<file path="src/design/event_status_pkg.sv">
package event_status_pkg;
   // ----------------------------------------
   // Register port
   // ----------------------------------------
   localparam int ADDR_W = 4;
   localparam int DATA_W = 24;
   localparam logic [3:0] OFS_STATUS = 4'h0;
   localparam logic [3:0] OFS_MASK = 4'h1;
   localparam logic [3:0] OFS_PIN_MODE = 4'h2;
   localparam logic [3:0] OFS_PIN_LEVEL = 4'h3;
   localparam logic [3:0] OFS_CONV_DATA = 4'h4;
   localparam logic [3:0] OFS_QUEUE = 4'h5;
   localparam logic [3:0] OFS_ACCUM = 4'h6;
   localparam logic [3:0] OFS_UPPER_ALARM = 4'h7;
   localparam logic [3:0] OFS_LOWER_ALARM = 4'h8;
   localparam logic [3:0] OFS_MON_CTRL = 4'h9;

   // ----------------------------------------
   // Status word layout
   // ----------------------------------------
   localparam int BIT_SUPPLY_A = 23;
   localparam int BIT_SUPPLY_B = 22;
   localparam int BIT_ANALOG_SUPPLY = 21;
   localparam int BIT_CONV_DONE = 20;
   localparam int BIT_QUEUE_FULL = 19;
   localparam int BIT_ACCUM_FULL = 18;
   localparam int BIT_UPPER_ALARM = 17;
   localparam int BIT_LOWER_ALARM = 16;
   localparam int LSB_ANALOG_RISE = 12;
   localparam int LSB_ANALOG_FALL = 8;
   localparam int LSB_DIGITAL_RISE = 4;
   localparam int LSB_DIGITAL_FALL = 0;
   localparam int PIN_COUNT = 4;
   localparam int EDGE_BITS = 16;

   // ----------------------------------------
   // Reset values and field widths
   // ----------------------------------------
   localparam logic [23:0] STATUS_RST = 24'h00_0000;
   localparam logic [23:0] MASK_RST = 24'hFF_FFFF;
   localparam logic [15:0] PIN_MODE_RST = 16'h0000;
   localparam logic [3:0] PIN_LEVEL_RST = 4'h0;
   localparam logic [2:0] THRESH_SEL_RST = 3'h0;
   localparam logic [2:0] MON_ON_RST = 3'h7;
   localparam logic [3:0] FULL_IDX_RST = 4'hF;
   localparam int RESULT_W = 16;
   localparam int SUM_W = 20;
   // Ready output dips for this many master clock cycles on update
   localparam int DIP_CYCLES = 1;

   // ----------------------------------------
   // Pin modes handled here
   // ----------------------------------------
   localparam logic [3:0] MODE_SWITCH_TWO = 4'hD;
   localparam logic [3:0] MODE_CONV_READY = 4'hE;
   localparam logic [3:0] MODE_GENERAL_OUT = 4'hF;
endpackage

</file>
<file path="src/design/event_status_and_ready_pin.sv">
`timescale 1ns/1ns
module event_status_and_ready_pin
   import event_status_pkg::*;
(
   input wire logic clock,
   input wire logic rst_n,
   input wire logic [event_status_pkg::ADDR_W-1:0] addr,
   input wire logic [event_status_pkg::DATA_W-1:0] wrData,
   input wire logic wrEn,
   input wire logic rdEn,
   output logic [event_status_pkg::DATA_W-1:0] rdData,
   input wire logic resultValid,
   input wire logic [event_status_pkg::RESULT_W-1:0] resultData,
   input wire logic queueWr,
   input wire logic [3:0] queueWrIdx,
   input wire logic accumDone,
   input wire logic [event_status_pkg::SUM_W-1:0] accumSum,
   input wire logic upperTrip,
   input wire logic lowerTrip,
   input wire logic dvddBelow18,
   input wire logic dvddBelow27,
   input wire logic [7:0] avddBelow,
   input wire logic [3:0] analogPinIn,
   input wire logic [3:0] digitalPinIn,
   output logic [3:0] digitalPinOut,
   output logic [3:0] digitalPinOeN,
   output logic switchTwoCtrl,
   output logic irqOut
);
   import event_status_pkg::*;

   // ----------------------------------------
   // Helpers
   // ----------------------------------------
   function automatic logic [3:0] pinsInMode(input logic [15:0] modes,
                                             input logic [3:0] mode);
      logic [3:0] hit;
      hit = 4'h0;
      for (int i = 0; i < PIN_COUNT; i++) begin
         hit[i] = (modes[4*i +: 4] == mode);
      end
      return hit;
   endfunction

   function automatic logic access(input logic en,
                                   input logic [3:0] a,
                                   input logic [3:0] ofs);
      return en && (a == ofs);
   endfunction

   // ----------------------------------------
   // State
   // ----------------------------------------
   logic [23:0] status_ff, nxt_status;
   logic [23:0] mask_ff, nxt_mask;
   logic [15:0] pinMode_ff, nxt_pinMode;
   logic [3:0] pinLevel_ff, nxt_pinLevel;
   logic [2:0] threshSel_ff, nxt_threshSel;
   logic [2:0] monOn_ff, nxt_monOn;
   logic [3:0] fullIdx_ff, nxt_fullIdx;
   logic [RESULT_W-1:0] result_ff, nxt_result;
   logic [SUM_W-1:0] sum_ff, nxt_sum;
   logic convReady_ff, nxt_convReady;
   logic dip_ff, nxt_dip;
   logic [23:0] rdData_ff, nxt_rdData;
   logic [3:0] pinOut_ff, nxt_pinOut;
   logic [3:0] pinOeN_ff, nxt_pinOeN;
   logic switchTwo_ff, nxt_switchTwo;
   logic irq_ff, nxt_irq;

   logic statusRd, dataRd, queueAcc, accumAcc;
   logic upperWr, lowerWr;
   logic [7:0] riseEv, fallEv;
   logic [23:0] events;
   logic [3:0] readyPins, outPins, swPins;

   pin_edge_detect edges (
      .clock(clock),
      .rst_n(rst_n),
      .pinIn({analogPinIn, digitalPinIn}),
      .rise(riseEv),
      .fall(fallEv)
   );

   // ----------------------------------------
   // Access decode
   // ----------------------------------------
   always_comb begin
      statusRd = access(rdEn, addr, OFS_STATUS);
      dataRd = access(rdEn, addr, OFS_CONV_DATA);
      queueAcc = access(rdEn | wrEn, addr, OFS_QUEUE);
      accumAcc = access(rdEn | wrEn, addr, OFS_ACCUM);
      upperWr = access(wrEn, addr, OFS_UPPER_ALARM);
      lowerWr = access(wrEn, addr, OFS_LOWER_ALARM);
   end

   // ----------------------------------------
   // Event collection
   // ----------------------------------------
   always_comb begin
      events = 24'h00_0000;
      // Monitors that are off cannot set their flag
      events[BIT_SUPPLY_A] = dvddBelow18 && monOn_ff[0];
      events[BIT_SUPPLY_B] = dvddBelow27 && monOn_ff[1];
      events[BIT_ANALOG_SUPPLY] = avddBelow[threshSel_ff]
                                  && monOn_ff[2];
      events[BIT_CONV_DONE] = resultValid;
      events[BIT_QUEUE_FULL] = queueWr
                               && (queueWrIdx == fullIdx_ff);
      events[BIT_ACCUM_FULL] = accumDone;
      events[BIT_UPPER_ALARM] = upperTrip;
      events[BIT_LOWER_ALARM] = lowerTrip;
      events[LSB_ANALOG_RISE +: 4] = riseEv[7:4];
      events[LSB_ANALOG_FALL +: 4] = fallEv[7:4];
      events[LSB_DIGITAL_RISE +: 4] = riseEv[3:0];
      events[LSB_DIGITAL_FALL +: 4] = fallEv[3:0];
   end

   // ----------------------------------------
   // Status word and interrupt
   // ----------------------------------------
   always_comb begin
      nxt_status = status_ff;
      if (statusRd) begin
         // Supply flags re-set below while their condition holds
         nxt_status = STATUS_RST;
      end
      if (dataRd) begin
         nxt_status[BIT_CONV_DONE] = 1'b0;
      end
      if (queueAcc) begin
         nxt_status[BIT_QUEUE_FULL] = 1'b0;
      end
      if (accumAcc) begin
         nxt_status[BIT_ACCUM_FULL] = 1'b0;
      end
      if (upperWr) begin
         nxt_status[BIT_UPPER_ALARM] = 1'b0;
      end
      if (lowerWr) begin
         nxt_status[BIT_LOWER_ALARM] = 1'b0;
      end
      // Events in the read cycle land after the clear
      nxt_status = nxt_status | events;
      // Read drops the line unless a fresh unmasked flag arrived
      nxt_irq = |(nxt_status & ~nxt_mask);
   end

   // ----------------------------------------
   // Configuration and data registers
   // ----------------------------------------
   always_comb begin
      nxt_mask = mask_ff;
      nxt_pinMode = pinMode_ff;
      nxt_pinLevel = pinLevel_ff;
      nxt_threshSel = threshSel_ff;
      nxt_monOn = monOn_ff;
      nxt_fullIdx = fullIdx_ff;
      nxt_result = resultValid ? resultData : result_ff;
      // Sum held until the next accumulation overwrites it
      nxt_sum = accumDone ? accumSum : sum_ff;
      if (wrEn) begin
         case (addr)
            OFS_MASK: nxt_mask = wrData;
            OFS_PIN_MODE: nxt_pinMode = wrData[15:0];
            OFS_PIN_LEVEL: nxt_pinLevel = wrData[3:0];
            OFS_MON_CTRL: begin
               nxt_threshSel = wrData[2:0];
               nxt_monOn = wrData[6:4];
               nxt_fullIdx = wrData[11:8];
            end
            default: nxt_mask = mask_ff;
         endcase
      end
   end

   // ----------------------------------------
   // Read data, valid only the cycle after rdEn
   // ----------------------------------------
   always_comb begin
      nxt_rdData = 24'h00_0000;
      if (rdEn) begin
         case (addr)
            OFS_STATUS: nxt_rdData = status_ff;
            OFS_MASK: nxt_rdData = mask_ff;
            OFS_PIN_MODE: nxt_rdData = {8'h00, pinMode_ff};
            // Level read returns the pin, whatever its mode
            OFS_PIN_LEVEL: nxt_rdData = {20'h0_0000, digitalPinIn};
            OFS_CONV_DATA: nxt_rdData = {8'h00, result_ff};
            OFS_ACCUM: nxt_rdData = {4'h0, sum_ff};
            OFS_MON_CTRL: nxt_rdData = {12'h000, fullIdx_ff, 1'b0,
                                        monOn_ff, 1'b0, threshSel_ff};
            default: nxt_rdData = 24'h00_0000;
         endcase
      end
   end

   // ----------------------------------------
   // Conversion-ready and pin drive
   // ----------------------------------------
   always_comb begin
      readyPins = pinsInMode(pinMode_ff, MODE_CONV_READY);
      outPins = pinsInMode(pinMode_ff, MODE_GENERAL_OUT);
      swPins = pinsInMode(pinMode_ff, MODE_SWITCH_TWO);
      // A new result wins over a same-cycle read
      if (resultValid) begin
         nxt_convReady = 1'b1;
      end else if (statusRd || dataRd) begin
         nxt_convReady = 1'b0;
      end else begin
         nxt_convReady = convReady_ff;
      end
      nxt_dip = resultValid && convReady_ff;
      nxt_pinOut = 4'h0;
      nxt_pinOeN = 4'hF;
      for (int i = 0; i < PIN_COUNT; i++) begin
         if (readyPins[i]) begin
            nxt_pinOut[i] = nxt_convReady && !nxt_dip;
            nxt_pinOeN[i] = 1'b0;
         end else if (outPins[i]) begin
            nxt_pinOut[i] = pinLevel_ff[i];
            nxt_pinOeN[i] = 1'b0;
         end
      end
      // Several pins in this mode act as a wired OR
      nxt_switchTwo = |(swPins & digitalPinIn);
   end

   // ----------------------------------------
   // Registers
   // ----------------------------------------
   // Supply flags start at zero; host reads status after power-up
   always_ff @(posedge clock) begin
      if (!rst_n) begin
         status_ff <= STATUS_RST;
         mask_ff <= MASK_RST;
         pinMode_ff <= PIN_MODE_RST;
         pinLevel_ff <= PIN_LEVEL_RST;
         threshSel_ff <= THRESH_SEL_RST;
         monOn_ff <= MON_ON_RST;
         fullIdx_ff <= FULL_IDX_RST;
         result_ff <= '0;
         sum_ff <= '0;
         convReady_ff <= 1'b0;
         dip_ff <= 1'b0;
         rdData_ff <= 24'h00_0000;
         pinOut_ff <= 4'h0;
         pinOeN_ff <= 4'hF;
         switchTwo_ff <= 1'b0;
         irq_ff <= 1'b0;
      end else begin
         status_ff <= nxt_status;
         mask_ff <= nxt_mask;
         pinMode_ff <= nxt_pinMode;
         pinLevel_ff <= nxt_pinLevel;
         threshSel_ff <= nxt_threshSel;
         monOn_ff <= nxt_monOn;
         fullIdx_ff <= nxt_fullIdx;
         result_ff <= nxt_result;
         sum_ff <= nxt_sum;
         convReady_ff <= nxt_convReady;
         dip_ff <= nxt_dip;
         rdData_ff <= nxt_rdData;
         pinOut_ff <= nxt_pinOut;
         pinOeN_ff <= nxt_pinOeN;
         switchTwo_ff <= nxt_switchTwo;
         irq_ff <= nxt_irq;
      end
   end

   always_comb begin
      rdData = rdData_ff;
      digitalPinOut = pinOut_ff;
      digitalPinOeN = pinOeN_ff;
      switchTwoCtrl = switchTwo_ff;
      irqOut = irq_ff;
   end
endmodule

</file>
<file path="src/design/pin_edge_detect.sv">
`timescale 1ns/1ns
module pin_edge_detect
   import event_status_pkg::*;
(
   input wire logic clock,
   input wire logic rst_n,
   input wire logic [7:0] pinIn,
   output logic [7:0] rise,
   output logic [7:0] fall
);
   logic [7:0] prev_ff;
   logic [7:0] nxt_prev;
   logic armed_ff;
   logic nxt_armed;

   // ----------------------------------------
   // Previous level, armed after first sample
   // ----------------------------------------
   // Arming avoids a false edge from the reset value of prev_ff
   always_comb begin
      nxt_prev = pinIn;
      nxt_armed = 1'b1;
   end

   always_ff @(posedge clock) begin
      if (!rst_n) begin
         prev_ff <= 8'h00;
         armed_ff <= 1'b0;
      end else begin
         prev_ff <= nxt_prev;
         armed_ff <= nxt_armed;
      end
   end

   // One pulse per edge on the internal clock
   always_comb begin
      rise = armed_ff ? (pinIn & ~prev_ff) : 8'h00;
      fall = armed_ff ? (~pinIn & prev_ff) : 8'h00;
   end
endmodule

</file>
<file path="config.mk">
export PLATFORM = sky130hd
export DESIGN_NAME = event_status_and_ready_pin
export DESIGN_NICKNAME = d
export VERILOG_FILES = /design/src/design/event_status_pkg.sv /design/src/design/event_status_and_ready_pin.sv /design/src/design/pin_edge_detect.sv
export SDC_FILE = /design/constraint.sdc
export NUM_CORES = 1
export LEC_CHECK = 0
export BUFFER_PORTS_ARGS = -buffer_cell sky130_fd_sc_hd__buf_2
export CAP_MARGIN = 10
export CORE_MARGIN = 5
export CORE_UTILIZATION = 54
export CTS_CLUSTER_DIAMETER = 50
export DETAILED_ROUTE_END_ITERATION = 10
export PLACE_DENSITY = 0.81
export SLEW_MARGIN = 30
export SYNTH_ARGS = -nofsm -noshare
export SYNTH_HDL_FRONTEND = slang
export SYNTH_SLANG_ARGS = --single-unit
</file>
<file path="constraint.sdc">
create_clock -name clock -period 2.9 [get_ports clock]
set_clock_uncertainty 0.15 [all_clocks]
set_input_delay 0.87 -clock clock [delete_from_list [all_inputs] [get_ports clock]]
set_output_delay 0.87 -clock clock [all_outputs]
set_load 0.02 [all_outputs]
</file>
; After elaboration in Yosys (flattened, before gate mapping)
; Index checks and enable logic that the tools add are counted.
[word_totals]
reg_bits = 158
latch_bits = 0
mem_bits_rw = 0
romBits = 0
inputBits = 95
output_inout_bits = 34
word_cells = 102
memories = 0
[op_classes]
n_addsub = 0
multipliers = 0
div = 0
magnitude_cmp = 1
n_eq_ne = 22
shifts = 0
n_mux = 32
bitwise = 9
n_reduce_logical = 21
[op_table]
columns = op, count
row1 = case mux 24 bit (7 select lines), 1
row2 = 2-to-1 mux 24 bit, 3
row3 = "== test 4 bit, second input constant", 14
row4 = 2-to-1 mux 1 bit, 25
row5 = bitwise AND 24 bit, 1
row6 = NOT 24 bit, 1
row7 = bitwise OR 24 bit, 1
row8 = OR reduction 24 bit, 1
row9 = bitwise AND 8 bit, 2
row10 = "== test 4 x 3 -> 1 bit, second input constant", 4
row11 = 2-to-1 mux 8 bit, 2
row12 = NOT 8 bit, 2
row13 = logical AND 1 bit, 12
row14 = "== test 4 x 2 -> 1 bit, second input constant", 2
row15 = AND reduction 2 bit, 4
row16 = bitwise AND 4 bit, 1
row17 = "== test 4 x 1 -> 1 bit, second input constant", 1
row18 = == test 4 bit, 1
row19 = zero test 4 bit, 1
row20 = "less-than comparator 3 x 4 -> 1 bit, second input constant", 1
row21 = OR reduction 4 bit, 1
row22 = binary-select mux 1 bit (select 3 bit), 1
row23 = zero test 1 bit, 1
row24 = logical OR 1 bit, 1
row25 = bitwise OR 1 bit, 1

; Longest topological paths before layout
[logic_depth]
ltp_word = 7
depth_mapped = 9
mapped_depth_nobuf = 6

; Hierarchy
; Synthesis repeated with hierarchy kept, for this count alone.
[unflattened]
hier_cells = 666
hier_area_um2 = 6326.1
[by_module_without_submodules]
columns = module, instances, cells_each, area_per_inst_um2, seq_area_each_um2
row1 = event_status_and_ready_pin, 1, 632, 5936.9, 2982.9
row2 = pin_edge_detect, 1, 34, 389.1, 180.2

; Least setup slack after synthesis
; OpenSTA, ideal clock, no wires.
[synth_path]
path_type = in2reg
start = input addr[1] (netlist name)
end = register irq_ff, in the netlist irqOut
setup_time_ns = 0.139
arrival_ns = 2.392
slack_ns = 0.220
path_stages = 7
n_path_buf = 1
cell_sequence = buf_4 > or4_1 > o221ai_1 > a221o_1 > o221ai_1 > nor4_1 > a41oi_1
[synth_between]
elab_chain_len = 7
[synth_lines]
columns = element, line
row1 = "start, declared", event_status_and_ready_pin.sv:7  ; input wire logic [event_status_pkg::ADDR_W-1:0] addr,
row2 = zero test 4 bit, event_status_and_ready_pin.sv:48  ; return en && (a == ofs);
row3 = logical AND 1 bit, event_status_and_ready_pin.sv:48
row4 = 2-to-1 mux 24 bit, event_status_and_ready_pin.sv:124  ; if (statusRd) begin
row5 = "2-to-1 mux 1 bit, on equally long branches", --
row6 = bitwise OR 24 bit, event_status_and_ready_pin.sv:144  ; nxt_status = nxt_status | events;
row7 = bitwise AND 24 bit (*), event_status_and_ready_pin.sv:146  ; nxt_irq = |(nxt_status & ~nxt_mask);
row8 = OR reduction 24 bit (*), event_status_and_ready_pin.sv:146
row9 = "end signal, assigned", event_status_and_ready_pin.sv:267  ; irq_ff <= nxt_irq;
row10 = "end, declared", event_status_and_ready_pin.sv:69  ; logic irq_ff, nxt_irq;
; Every way passes the cells marked *; elsewhere a longest branch is shown, timed or not.
; A chain may end at the register's enable or synchronous reset.

; Final worst setup path
; Same ends and word-level chain as after synthesis.

==> run summary <==
- status: complete, no violations
- hpwl dp: 14700 um
- depth of the worst register-to-register path: 5
- Tmin final: 2550 ps
- number of global-route vias before repair: 5662
- number of remaining DRC errors: 0
- origin of the worst setup path: addr[1]
- post-route cell area: 7930 sq um
- number of antenna violations at the first check in global routing: 0
- Switching Share: 22.0%
- max_cap viols: 0
- Hold Path End: rdData[3]
- Post-DRT Antenna Nets: 0
- final std cells w/o fill: 968
- count of different cell masters after synthesis: 56
- Max VDD drop: 454 uV
- #FFs+latches synth: 158
- Seq/Total Area, Yosys: 50.8%
- core occupancy in the finished layout: 69.7%
- latest clock arrival within the worst-skew pair: 430 ps
- number of CTS-inserted buffers: 17
- total grt overflow: 0
- family with the most delay on the worst path: simple AND/OR/NAND/NOR gates
- Routability Congestion: 0.999
- most common flop cell mapped by yosys: sky130_fd_sc_hd__dfxtp_1
- input/output buffers: 128
- hold_sp: sum_ff[3]
- area occupied by multi-input gates: 2860 sq um
- Syn Area/Cell: 9.27 sq um
- startpoint types: input port
- Post-Synthesis Net Count: 766
- global-route wire length before repair: 31200 um
- worst min-delay path class: reg2reg
- largest net degree at the start of global routing: 50
- Total Nets Final: 907
- layout-stage area growth over the synthesis result: 27.4%
- most frequent cells in the layout: 158 x sky130_fd_sc_hd__dfxtp_1, 128 x sky130_fd_sc_hd__buf_2, 97 x sky130_fd_sc_hd__nor2_1, 87 x sky130_fd_sc_hd__nand2_1, 51 x sky130_fd_sc_hd__a21oi_1
- yosys synthesis warning count: 0
- CORE AREA: 11400 sq um
- power spent charging and discharging nets: 1.17 mW
- total global-route track usage: 29.0%
- cell-internal power: 4.16 mW
- proportion of register bits with asynchronous set or reset after synthesis: 0%
- setup ws final: 352 ps
- power per standard cell area: 672 nW/um^2
- Clk Tree Root Cell: sky130_fd_sc_hd__clkbuf_16
- WHS Path Cells: 2
- fill cell total of the finished layout: 885
- portion of the clock cycle consumed by the worst path in the final layout: 87.8%
- sequential cell fraction of total power: 43.1%
- gate count of the mapped netlist: 671
- Total Negative Setup Slacks: 0 ps
- maximum fanout count along the critical path: 4
- global-route track usage on met2: 47.1%
- origin of the critical flop-to-flop path: edges.armed_ff
- Site Rows: 39
- max-slew violation count: 0
- EDFF count, synth: 0
- post-synthesis cell area: 6220 sq um
- Arr. time, crit path: 2690 ps
- list of cells traversed by the critical path: buf_2 -> or4_1 -> o221ai_1 -> a221o_1 -> o221ai_1 -> nor4_1 -> a41oi_1
- WP data required: 3040 ps
- total inserted antenna cells: 0
- Post-CTS Repair Setup Buffers: 0
- critical path's slowest cell: sky130_fd_sc_hd__or4_1
- total via count after detailed routing: 5736
- actual slew at the worst max-slew pin: 613 ps
- H-tree levels: 4
- dpl ws: -69.4 ps
- worst r2r dst: irqOut
- average detailed-routed wire length per instance: 21.0 um
- Bufs on Longest Clock Path: 2
- final hold slack: 314 ps
- GR Util met3: 7.22%
- Die Span X: 117 um
- clock network power share: 49.1%
- DP Area: 7230 sq um
- combinational share of power: 7.8%
- fraction of layout instances using a drive strength above 1: 26.1%
- remaining max-slew budget at the tightest pin: 59.0%
- sequential cell area in the final layout: 3160 sq um
- commonest non-fill, non-tap cell in the layout: sky130_fd_sc_hd__dfxtp_1
- boundary pin count: 129
- Worst-path clk slew: 60 ps
- count of buffer and inverter cells on the critical path: 1
- count of final hold-check violations: 0
- drt pass-1 iters: 8
- Setup-failing EPs final: 0
- cell mode on critical path: sky130_fd_sc_hd__o221ai_1
- CTS tree: built
- count of hold-fix buffers inserted at cts: 0
- Max Fclk: 393 MHz
- initial core utilization: 54.7%
- cell total after placement: 936
- per-cell via count in the routed design: 5.93
- number of clock sinks: 158
- register-to-register path setup slack: 870 ps
- RSZ-0062 raised after global routing: no
- Iteration-0 DRC Markers: 607
- Most Crowded Layer GR: met2
- total power: 5.33 mW
- Critical Setup Path Class: in2reg
- critical path capture point type: flip-flop
- leakage dissipation: 3.32 nW
- area enclosed by the die boundary: 13800 sq um
- die height: 117 um
- Routed Wire Length: 20300 um
- met1 Usage GRT: 36.7%
- delay contributed by the slowest stage of the critical path: 570 ps
- total of cells resized after clock tree synthesis: 0
==> area by class of cell <==
cell class,instances,share of cell area (%)
flip-flops and latches,158,39.9
inverters,6,0.284
repair buffers,166,12.6
well taps,143,2.26
clock inverters,9,2.54
clock buffers,23,6.28
multi-input cells,463,36.1
==> power groups by stage <==
stage	Combinational, mW	Sequential [mW]	Clock (mW)
after floorplan	0.219	2.33	0
after global placement	0.400	2.34	0
after detailed placement	0.409	2.34	0
after CTS	0.413	2.29	2.62
after global routing	0.451	2.30	2.72
final	0.418	2.30	2.61
==> worst max-delay path by stage <==
| stage | slack, ps | end | depth (start not counted) |
|---|---|---|---|
| 2_1_floorplan | 220 | irqOut | 7 |
| 3_3_place_gp | 8 | irqOut | 9 |
| 3_5_place_dp | -70 | irqOut | 7 |
| 4_1_cts | 390 | irqOut | 7 |
| 5_1_grt | 250 | irqOut | 7 |
| 6_report | 350 | irqOut | 7 |
==> cell usage after synthesis, drive strengths merged (4+ instances only) <==
cell type  number  area (sq um)
dfxtp         158          3160
a22oi          32           240
xnor2           4          35.0
nand3          14          70.1
mux2           19           214
a222oi         12           120
a211o           4          35.0
mux2i          43           430
nor2           97           364
a221oi          4          35.0
and2           11          68.8
clkbuf         33           124
a21oi          51           255
or2            18           113
a31oi           8          50.1
nand2          89           344
nand4           4          25.0
o21ai           7          35.0
o22ai           8          50.1
buf            11          66.3
inv             5          18.8
==> state kept, by name, indices dropped and copies added, names as in the netlist <==
name,count
monOn_ff,3
edges.armed_ff,1
status_ff,24
edges.prev_ff,8
rdData,24
mask_ff,24
convReady_ff,1
switchTwoCtrl,1
pinMode_ff,16
threshSel_ff,3
digitalPinOut,4
sum_ff,20
result_ff,16
pinLevel_ff,4
irqOut,1
fullIdx_ff,4
digitalPinOeN,4
==> tightest hold or removal path, delay by kind of cell (launching register included) <==
family	cells	cell delay, ps
AND/OR/NAND/NOR	1	50
flip-flops	1	310
AO/OA/AOI/OAI	1	60
==> cell families (layout without fill, tap and decap cells) <==
kind of cell | after synthesis | count (layout) | share of synthesized area [%]
buffers and inverters | 50 | 204 | 3.42
muxes | 64 | 64 | 11.1
and+or+nand+nor | 251 | 251 | 18.4
DFF | 158 | 158 | 50.8
xor gates and xnor gates | 4 | 4 | 0.563
AOI/OAI and AO/OA | 144 | 144 | 15.7
==> layer usage <==
layer	routed length, um	part of all wire (%)	vias up
met5	0	0	-
met1	8240	41	2709
met2	9670	48	325
li1	-	-	2663
met4	619	3.0	0
met3	1810	8.9	39
Note: power is estimated with default switching activity, not from simulation.
